--- config.mk ---
export PLATFORM = sky130hd
export DESIGN_NAME = pin7_output_source_mux
export DESIGN_NICKNAME = d
export VERILOG_FILES = /design/src/core/pin7_pkg.sv /design/src/core/rx_port_pick.sv /design/src/core/pin7_output_source_mux.sv
export SDC_FILE = /design/constraint.sdc
export NUM_CORES = 1
export LEC_CHECK = 0
export ABC_AREA = 1
export BUFFER_PORTS_ARGS = -buffer_cell sky130_fd_sc_hd__buf_2
export CORE_UTILIZATION = 39
export CTS_CLUSTER_DIAMETER = 100
export DETAILED_ROUTE_END_ITERATION = 6
export PLACE_DENSITY = 0.84
export SYNTH_ARGS = -nofsm -noshare
export SYNTH_HDL_FRONTEND = slang
export SYNTH_SLANG_ARGS = --single-unit
--- constraint.sdc ---
create_clock -name clk -period 1.3 [get_ports clk]
set_input_delay 0.065 -clock clk [delete_from_list [all_inputs] [get_ports clk]]
set_output_delay 0.065 -clock clk [all_outputs]
set_load 0.02 [all_outputs]
--- src/core/pin7_pkg.sv ---
// constants for the pin 7 output source multiplexer
package pin7_pkg;
    localparam logic [7:0] CTRL_ADDR       = 8'h17;  // pin7_output_control index
    localparam logic [7:0] CTRL_RESET      = 8'h00;
    localparam int         DRV_ON_BIT      = 0;
    localparam int         LOCAL_VAL_BIT   = 1;
    localparam int         SRC_LSB         = 2;
    localparam int         SEL_LSB         = 5;
    localparam int         NUM_RX          = 4;
    localparam int         NUM_TX          = 2;
    // source-select codes
    localparam logic [2:0] SRC_STATUS      = 3'h4;
    localparam logic [2:0] SRC_RESERVED    = 3'h5;
    localparam logic [2:0] SRC_TX0         = 3'h6;
    localparam logic [2:0] SRC_TX1         = 3'h7;
    // output-select codes for a receive port
    localparam logic [2:0] RX_REMOTE0      = 3'h0;
    localparam logic [2:0] RX_REMOTE2      = 3'h1;
    localparam logic [2:0] RX_UNDEF        = 3'h2;
    localparam logic [2:0] RX_REMOTE3      = 3'h3;
    localparam logic [2:0] RX_LOCK         = 3'h4;
    localparam logic [2:0] RX_PASS         = 3'h5;
    localparam logic [2:0] RX_FRAME        = 3'h6;
    localparam logic [2:0] RX_LINE         = 3'h7;
    // output-select codes for device status
    localparam logic [2:0] ST_LOCAL        = 3'h0;
    localparam logic [2:0] ST_LOCK_OR      = 3'h1;
    localparam logic [2:0] ST_LOCK_AND     = 3'h2;
    localparam logic [2:0] ST_PASS_AND     = 3'h3;
    // output-select codes for a transmit port
    localparam logic [2:0] TX_PASS_AND     = 3'h0;
    localparam logic [2:0] TX_PASS_OR      = 3'h1;
    localparam logic [2:0] TX_FRAME        = 3'h2;
    localparam logic [2:0] TX_LINE         = 3'h3;
    localparam logic [2:0] TX_SYNC         = 3'h4;
    localparam logic [2:0] TX_IRQ          = 3'h5;
endpackage : pin7_pkg

--- src/core/rx_port_pick.sv ---
// per receive port output-select decode
module rx_port_pick (
    input  wire logic [2:0] sel,
    input  wire logic [3:0] remotePins,
    input  wire logic       lock,
    input  wire logic       pass,
    input  wire logic       frameValid,
    input  wire logic       lineValid,
    output logic            pick
);
    // decode of the eight codes, undefined code gives low
    always_comb begin
        case (sel)
            pin7_pkg::RX_REMOTE0: pick = remotePins[0];  // RULE_02
            pin7_pkg::RX_REMOTE2: pick = remotePins[2];  // RULE_02
            pin7_pkg::RX_REMOTE3: pick = remotePins[3];  // RULE_02
            pin7_pkg::RX_LOCK:    pick = lock;           // RULE_03
            pin7_pkg::RX_PASS:    pick = pass;           // RULE_03
            pin7_pkg::RX_FRAME:   pick = frameValid;     // RULE_03
            pin7_pkg::RX_LINE:    pick = lineValid;      // RULE_03
            default:              pick = 1'b0;           // RULE_09
        endcase
    end
endmodule : rx_port_pick

--- src/core/pin7_output_source_mux.sv ---
// output source multiplexer and control register for general-purpose pin 7
//
// Contract
// RULE_01 - bits 4:2 pick receive, status or transmit
// RULE_02 - receive codes 000/001/011 pick remote pins
// RULE_03 - receive codes 100-111: lock, pass, frame, line
// RULE_04 - status codes: local value, lock OR/AND, pass AND
// RULE_05 - transmit codes: pass AND/OR, frame, line
// RULE_06 - transmit 100 synchronized, 101 interrupt, 111 reserved
// RULE_07 - bit 1 is the local pin level
// RULE_08 - bit 0 enables driver; all fields reset zero
// RULE_09 - reserved codes drive the pin low
//
// Chosen here: strobed register access.
module pin7_output_source_mux (
    input  wire logic       clk,
    input  wire logic       nrst,
    input  wire logic [7:0] addr,
    input  wire logic [7:0] wrData,
    input  wire logic       wrStrobe,
    input  wire logic       rdStrobe,
    output logic      [7:0] rdData,
    input  wire logic [3:0] rxRemotePins0,
    input  wire logic [3:0] rxRemotePins1,
    input  wire logic [3:0] rxRemotePins2,
    input  wire logic [3:0] rxRemotePins3,
    input  wire logic [3:0] rxLock,
    input  wire logic [3:0] rxPass,
    input  wire logic [3:0] rxFrameValid,
    input  wire logic [3:0] rxLineValid,
    input  wire logic [3:0] rxEnabled,
    input  wire logic [3:0] txPortSelect0,
    input  wire logic [3:0] txPortSelect1,
    input  wire logic [1:0] txFrameValid,
    input  wire logic [1:0] txLineValid,
    input  wire logic [1:0] txSynced,
    input  wire logic [1:0] txIrq,
    output logic            pinOut,
    output logic            pinOe
);
    logic [7:0] ctrl_reg;
    logic [7:0] ctrl_next;
    logic [7:0] rdData_reg;
    logic [7:0] rdData_next;
    logic       pinOut_reg;
    logic       pinOut_next;
    logic       pinOe_reg;

    // field views of the control register
    wire logic [2:0] pin7SourceSelect = ctrl_reg[pin7_pkg::SRC_LSB +: 3];
    wire logic [2:0] pin7OutputSelect = ctrl_reg[pin7_pkg::SEL_LSB +: 3];
    wire logic       pin7LocalValue   = ctrl_reg[pin7_pkg::LOCAL_VAL_BIT];
    wire logic       pin7DriverOn     = ctrl_reg[pin7_pkg::DRV_ON_BIT];
    wire logic       ctrlHit          = (addr == pin7_pkg::CTRL_ADDR);

    // register write and read decode
    assign ctrl_next   = (wrStrobe && ctrlHit) ? wrData : ctrl_reg;
    assign rdData_next = (rdStrobe && ctrlHit) ? ctrl_reg : 8'h00;  // unmapped reads zero

    // one candidate per receive port
    logic [3:0] rxPick;
    rx_port_pick u_rx0 (
        .sel        (pin7OutputSelect),
        .remotePins (rxRemotePins0),
        .lock       (rxLock[0]),
        .pass       (rxPass[0]),
        .frameValid (rxFrameValid[0]),
        .lineValid  (rxLineValid[0]),
        .pick       (rxPick[0])
    );
    rx_port_pick u_rx1 (
        .sel        (pin7OutputSelect),
        .remotePins (rxRemotePins1),
        .lock       (rxLock[1]),
        .pass       (rxPass[1]),
        .frameValid (rxFrameValid[1]),
        .lineValid  (rxLineValid[1]),
        .pick       (rxPick[1])
    );
    rx_port_pick u_rx2 (
        .sel        (pin7OutputSelect),
        .remotePins (rxRemotePins2),
        .lock       (rxLock[2]),
        .pass       (rxPass[2]),
        .frameValid (rxFrameValid[2]),
        .lineValid  (rxLineValid[2]),
        .pick       (rxPick[2])
    );
    rx_port_pick u_rx3 (
        .sel        (pin7OutputSelect),
        .remotePins (rxRemotePins3),
        .lock       (rxLock[3]),
        .pass       (rxPass[3]),
        .frameValid (rxFrameValid[3]),
        .lineValid  (rxLineValid[3]),
        .pick       (rxPick[3])
    );

    // device status aggregates over enabled receive ports
    wire logic lockOr  = |(rxLock & rxEnabled);             // RULE_04
    wire logic lockAnd = &(rxLock | ~rxEnabled);            // RULE_04
    wire logic passAnd = &(rxPass | ~rxEnabled);            // RULE_04
    logic statusPick;
    always_comb begin
        case (pin7OutputSelect)
            pin7_pkg::ST_LOCAL:    statusPick = pin7LocalValue;  // RULE_07
            pin7_pkg::ST_LOCK_OR:  statusPick = lockOr;          // RULE_04
            pin7_pkg::ST_LOCK_AND: statusPick = lockAnd;         // RULE_04
            pin7_pkg::ST_PASS_AND: statusPick = passAnd;         // RULE_04
            default:               statusPick = 1'b0;            // RULE_09
        endcase
    end

    // transmit port candidate
    wire logic       txIdx    = (pin7SourceSelect == pin7_pkg::SRC_TX1);
    wire logic [3:0] txSel    = txIdx ? txPortSelect1 : txPortSelect0;
    wire logic       txPassA  = &(rxPass | ~txSel);          // RULE_05
    wire logic       txPassO  = |(rxPass & txSel);           // RULE_05
    logic txPick;
    always_comb begin
        case (pin7OutputSelect)
            pin7_pkg::TX_PASS_AND: txPick = txPassA;              // RULE_05
            pin7_pkg::TX_PASS_OR:  txPick = txPassO;              // RULE_05
            pin7_pkg::TX_FRAME:    txPick = txFrameValid[txIdx];  // RULE_05
            pin7_pkg::TX_LINE:     txPick = txLineValid[txIdx];   // RULE_05
            pin7_pkg::TX_SYNC:     txPick = txSynced[txIdx];      // RULE_06
            pin7_pkg::TX_IRQ:      txPick = txIrq[txIdx];         // RULE_06
            default:               txPick = 1'b0;                 // RULE_06 RULE_09
        endcase
    end

    // source selection
    always_comb begin
        case (pin7SourceSelect)
            3'h0, 3'h1, 3'h2, 3'h3: pinOut_next = rxPick[pin7SourceSelect[1:0]];  // RULE_01
            pin7_pkg::SRC_STATUS:   pinOut_next = statusPick;  // RULE_01
            pin7_pkg::SRC_TX0,
            pin7_pkg::SRC_TX1:      pinOut_next = txPick;      // RULE_01
            default:                pinOut_next = 1'b0;        // RULE_09
        endcase
    end

    // registers, all zero after reset
    always_ff @(posedge clk) begin
        if (!nrst) begin
            ctrl_reg   <= pin7_pkg::CTRL_RESET;  // RULE_08
            rdData_reg <= 8'h00;
            pinOut_reg <= 1'b0;
            pinOe_reg  <= 1'b0;
        end else begin
            ctrl_reg   <= ctrl_next;
            rdData_reg <= rdData_next;
            pinOut_reg <= pinOut_next;
            pinOe_reg  <= pin7DriverOn;  // RULE_08
        end
    end

    assign rdData = rdData_reg;
    assign pinOut = pinOut_reg;
    assign pinOe  = pinOe_reg;

    // register, reset, driver enable and reserved source checks
    chk_reset_zero: assert property (@(posedge clk)  // RULE_08
        !nrst |=> ctrl_reg == 8'h00 && !pinOe)
        else $error("control not zero after reset");
    chk_pin_reset: assert property (@(posedge clk)  // RULE_08
        !nrst |=> !pinOut && rdData == 8'h00)
        else $error("pin or read data not zero after reset");
    chk_oe_follow: assert property (@(posedge clk) disable iff (!nrst)  // RULE_08
        $rose(pin7DriverOn) |=> pinOe)
        else $error("driver enable did not follow bit 0");
    chk_oe_drop: assert property (@(posedge clk) disable iff (!nrst)  // RULE_08
        $fell(pin7DriverOn) |=> !pinOe)
        else $error("driver enable did not drop with bit 0");
    chk_ctrl_write: assert property (@(posedge clk) disable iff (!nrst)  // RULE_07
        wrStrobe && ctrlHit |=> ctrl_reg == $past(wrData))
        else $error("control write not taken");
    chk_ctrl_hold: assert property (@(posedge clk) disable iff (!nrst)  // RULE_07
        !(wrStrobe && ctrlHit) |=> $stable(ctrl_reg))
        else $error("control changed without a write");
    chk_read_back: assert property (@(posedge clk) disable iff (!nrst)  // RULE_01
        rdStrobe && ctrlHit |=> rdData == $past(ctrl_reg))
        else $error("read data wrong");
    chk_src_rsvd: assert property (@(posedge clk) disable iff (!nrst)  // RULE_09
        pin7SourceSelect == pin7_pkg::SRC_RESERVED |=> !pinOut)
        else $error("reserved source not low");

    // receive port sources
    chk_rx_lock: assert property (@(posedge clk) disable iff (!nrst)  // RULE_03
        pin7SourceSelect == 3'h2 && pin7OutputSelect == 3'h4 |=> pinOut == $past(rxLock[2]))
        else $error("rx lock not forwarded");
    chk_rx_remote: assert property (@(posedge clk) disable iff (!nrst)  // RULE_02
        pin7SourceSelect == 3'h1 && pin7OutputSelect == 3'h1
        |=> pinOut == $past(rxRemotePins1[2]))
        else $error("remote pin 2 not forwarded");
    chk_rx_remote0: assert property (@(posedge clk) disable iff (!nrst)  // RULE_02
        pin7SourceSelect == 3'h0 && pin7OutputSelect == pin7_pkg::RX_REMOTE0
        |=> pinOut == $past(rxRemotePins0[0]))
        else $error("remote pin 0 not forwarded");
    chk_rx_remote_p2: assert property (@(posedge clk) disable iff (!nrst)  // RULE_02
        pin7SourceSelect == 3'h2 && pin7OutputSelect == pin7_pkg::RX_REMOTE2
        |=> pinOut == $past(rxRemotePins2[2]))
        else $error("port 2 remote pin 2 not forwarded");
    chk_rx_remote3: assert property (@(posedge clk) disable iff (!nrst)  // RULE_02
        pin7SourceSelect == 3'h3 && pin7OutputSelect == pin7_pkg::RX_REMOTE3
        |=> pinOut == $past(rxRemotePins3[3]))
        else $error("remote pin 3 not forwarded");
    chk_rx_undef: assert property (@(posedge clk) disable iff (!nrst)  // RULE_02 RULE_09
        !pin7SourceSelect[2] && pin7OutputSelect == pin7_pkg::RX_UNDEF
        |=> !pinOut)
        else $error("undefined receive code not low");
    chk_rx_lock_any: assert property (@(posedge clk) disable iff (!nrst)  // RULE_03
        !pin7SourceSelect[2] && pin7OutputSelect == pin7_pkg::RX_LOCK
        |=> pinOut == $past(rxLock[pin7SourceSelect[1:0]]))
        else $error("selected port lock not forwarded");
    chk_rx_pass: assert property (@(posedge clk) disable iff (!nrst)  // RULE_03
        pin7SourceSelect == 3'h1 && pin7OutputSelect == pin7_pkg::RX_PASS
        |=> pinOut == $past(rxPass[1]))
        else $error("rx pass not forwarded");
    chk_rx_frame: assert property (@(posedge clk) disable iff (!nrst)  // RULE_03
        pin7SourceSelect == 3'h0 && pin7OutputSelect == pin7_pkg::RX_FRAME
        |=> pinOut == $past(rxFrameValid[0]))
        else $error("rx frame valid not forwarded");
    chk_rx_frame3: assert property (@(posedge clk) disable iff (!nrst)  // RULE_03
        pin7SourceSelect == 3'h3 && pin7OutputSelect == pin7_pkg::RX_FRAME
        |=> pinOut == $past(rxFrameValid[3]))
        else $error("port 3 frame valid not forwarded");
    chk_rx_line: assert property (@(posedge clk) disable iff (!nrst)  // RULE_03
        pin7SourceSelect == 3'h3 && pin7OutputSelect == pin7_pkg::RX_LINE
        |=> pinOut == $past(rxLineValid[3]))
        else $error("rx line valid not forwarded");

    // device status sources
    chk_local_val: assert property (@(posedge clk) disable iff (!nrst)  // RULE_07
        pin7SourceSelect == pin7_pkg::SRC_STATUS && pin7OutputSelect == 3'h0
        |=> pinOut == $past(pin7LocalValue))
        else $error("local value not presented");
    chk_lock_or: assert property (@(posedge clk) disable iff (!nrst)  // RULE_04
        pin7SourceSelect == 3'h4 && pin7OutputSelect == 3'h1
        |=> pinOut == $past(|(rxLock & rxEnabled)))
        else $error("lock OR wrong");
    chk_lock_and: assert property (@(posedge clk) disable iff (!nrst)  // RULE_04
        pin7SourceSelect == pin7_pkg::SRC_STATUS && pin7OutputSelect == pin7_pkg::ST_LOCK_AND
        |=> pinOut == $past(&(rxLock | ~rxEnabled)))
        else $error("lock AND wrong");
    chk_pass_and: assert property (@(posedge clk) disable iff (!nrst)  // RULE_04
        pin7SourceSelect == pin7_pkg::SRC_STATUS && pin7OutputSelect == pin7_pkg::ST_PASS_AND
        |=> pinOut == $past(&(rxPass | ~rxEnabled)))
        else $error("pass AND wrong");
    chk_status_rsvd: assert property (@(posedge clk) disable iff (!nrst)  // RULE_09
        pin7SourceSelect == pin7_pkg::SRC_STATUS && pin7OutputSelect[2]
        |=> !pinOut)
        else $error("unused status code not low");

    // transmit port sources
    chk_tx_irq: assert property (@(posedge clk) disable iff (!nrst)  // RULE_06
        pin7SourceSelect == 3'h7 && pin7OutputSelect == 3'h5 |=> pinOut == $past(txIrq[1]))
        else $error("tx interrupt not forwarded");
    chk_tx_irq0: assert property (@(posedge clk) disable iff (!nrst)  // RULE_06
        pin7SourceSelect == pin7_pkg::SRC_TX0 && pin7OutputSelect == pin7_pkg::TX_IRQ
        |=> pinOut == $past(txIrq[0]))
        else $error("tx 0 interrupt not forwarded");
    chk_tx_frame: assert property (@(posedge clk) disable iff (!nrst)  // RULE_05
        pin7SourceSelect == 3'h6 && pin7OutputSelect == 3'h2
        |=> pinOut == $past(txFrameValid[0]))
        else $error("tx frame valid not forwarded");
    chk_tx_frame1: assert property (@(posedge clk) disable iff (!nrst)  // RULE_05
        pin7SourceSelect == pin7_pkg::SRC_TX1 && pin7OutputSelect == pin7_pkg::TX_FRAME
        |=> pinOut == $past(txFrameValid[1]))
        else $error("tx 1 frame valid not forwarded");
    chk_tx_line: assert property (@(posedge clk) disable iff (!nrst)  // RULE_05
        pin7SourceSelect == pin7_pkg::SRC_TX1 && pin7OutputSelect == pin7_pkg::TX_LINE
        |=> pinOut == $past(txLineValid[1]))
        else $error("tx 1 line valid not forwarded");
    chk_tx_line0: assert property (@(posedge clk) disable iff (!nrst)  // RULE_05
        pin7SourceSelect == pin7_pkg::SRC_TX0 && pin7OutputSelect == pin7_pkg::TX_LINE
        |=> pinOut == $past(txLineValid[0]))
        else $error("tx 0 line valid not forwarded");
    chk_tx_pass_and: assert property (@(posedge clk) disable iff (!nrst)  // RULE_05
        pin7SourceSelect == pin7_pkg::SRC_TX0 && pin7OutputSelect == pin7_pkg::TX_PASS_AND
        |=> pinOut == $past(&(rxPass | ~txPortSelect0)))
        else $error("tx pass AND wrong");
    chk_tx_pass_or: assert property (@(posedge clk) disable iff (!nrst)  // RULE_05
        pin7SourceSelect == pin7_pkg::SRC_TX1 && pin7OutputSelect == pin7_pkg::TX_PASS_OR
        |=> pinOut == $past(|(rxPass & txPortSelect1)))
        else $error("tx pass OR wrong");
    chk_tx_sync: assert property (@(posedge clk) disable iff (!nrst)  // RULE_06
        pin7SourceSelect == pin7_pkg::SRC_TX0 && pin7OutputSelect == pin7_pkg::TX_SYNC
        |=> pinOut == $past(txSynced[0]))
        else $error("tx 0 synchronized not forwarded");
    chk_tx_sync1: assert property (@(posedge clk) disable iff (!nrst)  // RULE_06
        pin7SourceSelect == pin7_pkg::SRC_TX1 && pin7OutputSelect == pin7_pkg::TX_SYNC
        |=> pinOut == $past(txSynced[1]))
        else $error("tx 1 synchronized not forwarded");
    chk_tx_rsvd: assert property (@(posedge clk) disable iff (!nrst)  // RULE_06 RULE_09
        pin7SourceSelect[2:1] == 2'b11 && pin7OutputSelect[2:1] == 2'b11
        |=> !pinOut)
        else $error("unused transmit code not low");

    // main scenarios reached
    cov_status: cover property (@(posedge clk) pin7SourceSelect == 3'h4 && pinOe);
    cov_tx1: cover property (@(posedge clk) pin7SourceSelect == 3'h7 && pinOut);
    cov_rx3: cover property (@(posedge clk) pin7SourceSelect == 3'h3 && pinOut);
    cov_tx0: cover property (@(posedge clk) pin7SourceSelect == 3'h6 && pinOut);
    cov_reserved: cover property (@(posedge clk) pin7SourceSelect == 3'h5 && pinOe);
endmodule : pin7_output_source_mux

==> key figures <==
Outcome
  – Outcome: complete, but fails checks
  – Failing checks: negative setup slack

Global route
  – Met1 GRT Util: 0.2748
  – Met2 Resource Use GR: 0.3956
  – Most Crowded Layer GR: met2
  – M3 GR Usage: 0.03838
  – Pin count of the biggest net entering global routing: 17
  – Overflow after GRT: 0
  – First-pass GRT wire length: 6106 um
  – Vias in the first global route: 1501
  – Tot GR Track Use: 0.2218
  – Initial antenna violation count: 0

Synth
  – YS warnings: 0
  – Avg Cell Area, Syn: 5.916 um2
  – Net Count, Synth: 300
  – Top FF cell, synth: dfxtp_1
  – Synthesized instance count: 228
  – Synth async-reset ratio: 0
  – Sequential share of the synthesized area: 0.2672
  – Post-synth EDFFs: 0
  – Distinct cell type count after synthesis: 23
  – Synthesized cell area: 1349 um2
  – Yosys reg bits: 18

Clock network
  – Worst skew pair latency: 300 ps
  – Root Buffer: clkbuf_4
  – TritonCTS clock tree: yes
  – Clk sinks: 18
  – H-tree depth: 1
  – Clock-pin slew on the worst setup and hold paths: 90 ps
  – Clk buf depth: 2
  – Total CTS buffers: 3

Pwr
  – Maximum vdd drop: 462.4 uV
  – PwrDens: 575.2 nW/um2
  – Leakage: 0.001072 uW
  – Tot Pwr: 1099 uW

Critical path
  – CP Capture Type: register
  – CP max FO: 11
  – WS Path Type: register to register
  – Crit path required time: 1540 ps
  – R2r worst-path depth: 10
  – RR Endpoint: pinOut
  – Flop2flop setup slack: -90 ps
  – CP startpoint kind: register
  – Crit path DAT: 1640 ps
  – RR Startpoint: ctrl_reg[5]

Min path
  – HP Start: nrst
  – WHS Endpoint: pinOut
  – Min-delay worst type: input pin to register
  – WHS Path Cells: 3

Place
  – Area after DPL: 1841 um2
  – Global placement routability congestion: 0.8968
  – Buffers on Ports: 77
  – HPWL after DPL: 3133 um
  – Placed Cells: 355

Cells and area
  – Fin area: 1911 um2
  – Layout cells sized above 1: 0.3470
  – Fin cells: 361
  – Layout area overhead: 41.65%
  – Final nets: 390
  – Diodes inserted: 0
  – Fillers: 329

STA
  – Final Cycle Share: 1.072
  – RSZ-0062 raised after global routing: true
  – Hold Vio Cnt, Final: 0
  – Tmin final: 1393 ps
  – Fin. max-slew vios: 0
  – Max Freq: 717.7 MHz
  – Clock Skew: 1.092 ps
  – Measured slew at the worst slew-check pin: 339.4 ps
  – Post-route setup slack: -93.38 ps
  – Final TNS setup: -93.38 ps
  – Relative slew slack: 0.7731
  – Setup violators final: 1

Die
  – Die ar.: 3698 um2
  – Site row count: 20
  – Die H: 60.81 um
  – Die W: 60.81 um
  – Area of the core: 3178 um2
  – # IOs: 82
  – Starting Density: 0.4244

Drt
  – DR DRC count: 0
  – Via count: 1731
  – Routed wire per std cell: 10.54 um
  – Drt via density: 4.795
  – Routed wire length: 3804 um
  – DR iter-0 viols: 59
  – Routed Antenna Nets: 0
  – Drt pass-1 iters: 4

Run
  – MaxCap Viol Count: 0
placed cells by master, fill, tap and decap left out, types with 8 or more instances in the layout:
cell type  instances
a211oi_1           8
buf_2             77
buf_4             14
dfxtp_1           15
inv_1             35
nand2_1           63
nand3_1           18
nand4_1           12
nor2_1            36
o21ai_0            8
worst max-delay path by stage:
stage	startpoint	end	slack, ps	depth (start not counted)
final	ctrl_reg[5]	pinOut	-90	10
after floorplan	ctrl_reg[3]	pinOut	0.7	11
after detailed placement	ctrl_reg[7]	pinOut	-90	10
after global placement	ctrl_reg[7]	pinOut	-70	10
after global routing	ctrl_reg[5]	pinOut	-190	12
after CTS	ctrl_reg[6]	pinOut	-80	12
worst max-delay path, stage by stage, from the launching register on:
cell and delay (ps):
dfxtp_2 340, buf_12 140, nor2_1 240, nand2_1 100
nand4_1 110, nor2_1 50, nor2_1 100, nand2_1 70
nand2_1 60, nand2_1 40, nor2_1 90
cells in the mapped netlist (2+ instances only):
| cell | n | area share |
|---|---|---|
| nand2_1 | 63 | 0.18 |
| o21ai_0 | 8 | 0.030 |
| a211oi_1 | 8 | 0.045 |
| nor3_1 | 4 | 0.015 |
| dfxtp_1 | 18 | 0.27 |
| inv_1 | 35 | 0.097 |
| nor2_4 | 2 | 0.017 |
| o22ai_1 | 2 | 0.0093 |
| nand3_2 | 2 | 0.015 |
| buf_4 | 3 | 0.017 |
| nand4_1 | 12 | 0.056 |
| buf_6 | 3 | 0.025 |
| nor2_1 | 37 | 0.10 |
| nand3_1 | 19 | 0.071 |
| buf_2 | 2 | 0.0074 |
| a21oi_1 | 3 | 0.011 |
metal layers:
layer	share of wire	up-vias
met2	0.49	59
met3	0.061	5
met1	0.44	757
met4	0.011	0
li1	-	910
met5	0	-
cell families after synthesis:
| logic type | after synthesis | synth area share |
|---|---|---|
| compound gates | 22 | 0.1002 |
| simple gates | 143 | 0.4787 |
| buf+inv | 45 | 0.1540 |
| flops | 18 | 0.2672 |
area by class of cell:
class                   instances  area (um2)  share of cell area
inverters                      37       141.4             0.07400
clock buffers                   4       36.28             0.01899
repair buffers                 93       520.5              0.2724
flip-flops and latches         18       364.1              0.1906
well taps                      44       55.05             0.02881
multi-input cells             165       793.3              0.4152
per-stage QoR:
step	hold WS, ps	setup slack [ps]	util
6_report	18.91	-93.38	0.6012
5_1_grt	15.14	-193.8	0.6012
4_1_cts	15.52	-75.66	0.5976
3_5_place_dp	306.2	-93.78	0.5791
3_3_place_gp	304.2	-67.03	0.5791
2_1_floorplan	162.6	0.7478	-
where the power goes:
part | switching, uW | internal (uW) | total [uW]
Clock | 168 | 171 | 339
Sequential | 0.899 | 553 | 554
Combinational | 95.8 | 110 | 205
timing repair:
item | 4_1_cts | 5_1_grt
hold buffers | 1 | 0
pin swaps | 1 | 1
setup buffers | 1 | 0
endpoints found under the setup margin | 1 | 1
endpoints found under the hold margin | 1 | 0
resized for setup | 3 | 3
Power figures use the tool's default switching activity.
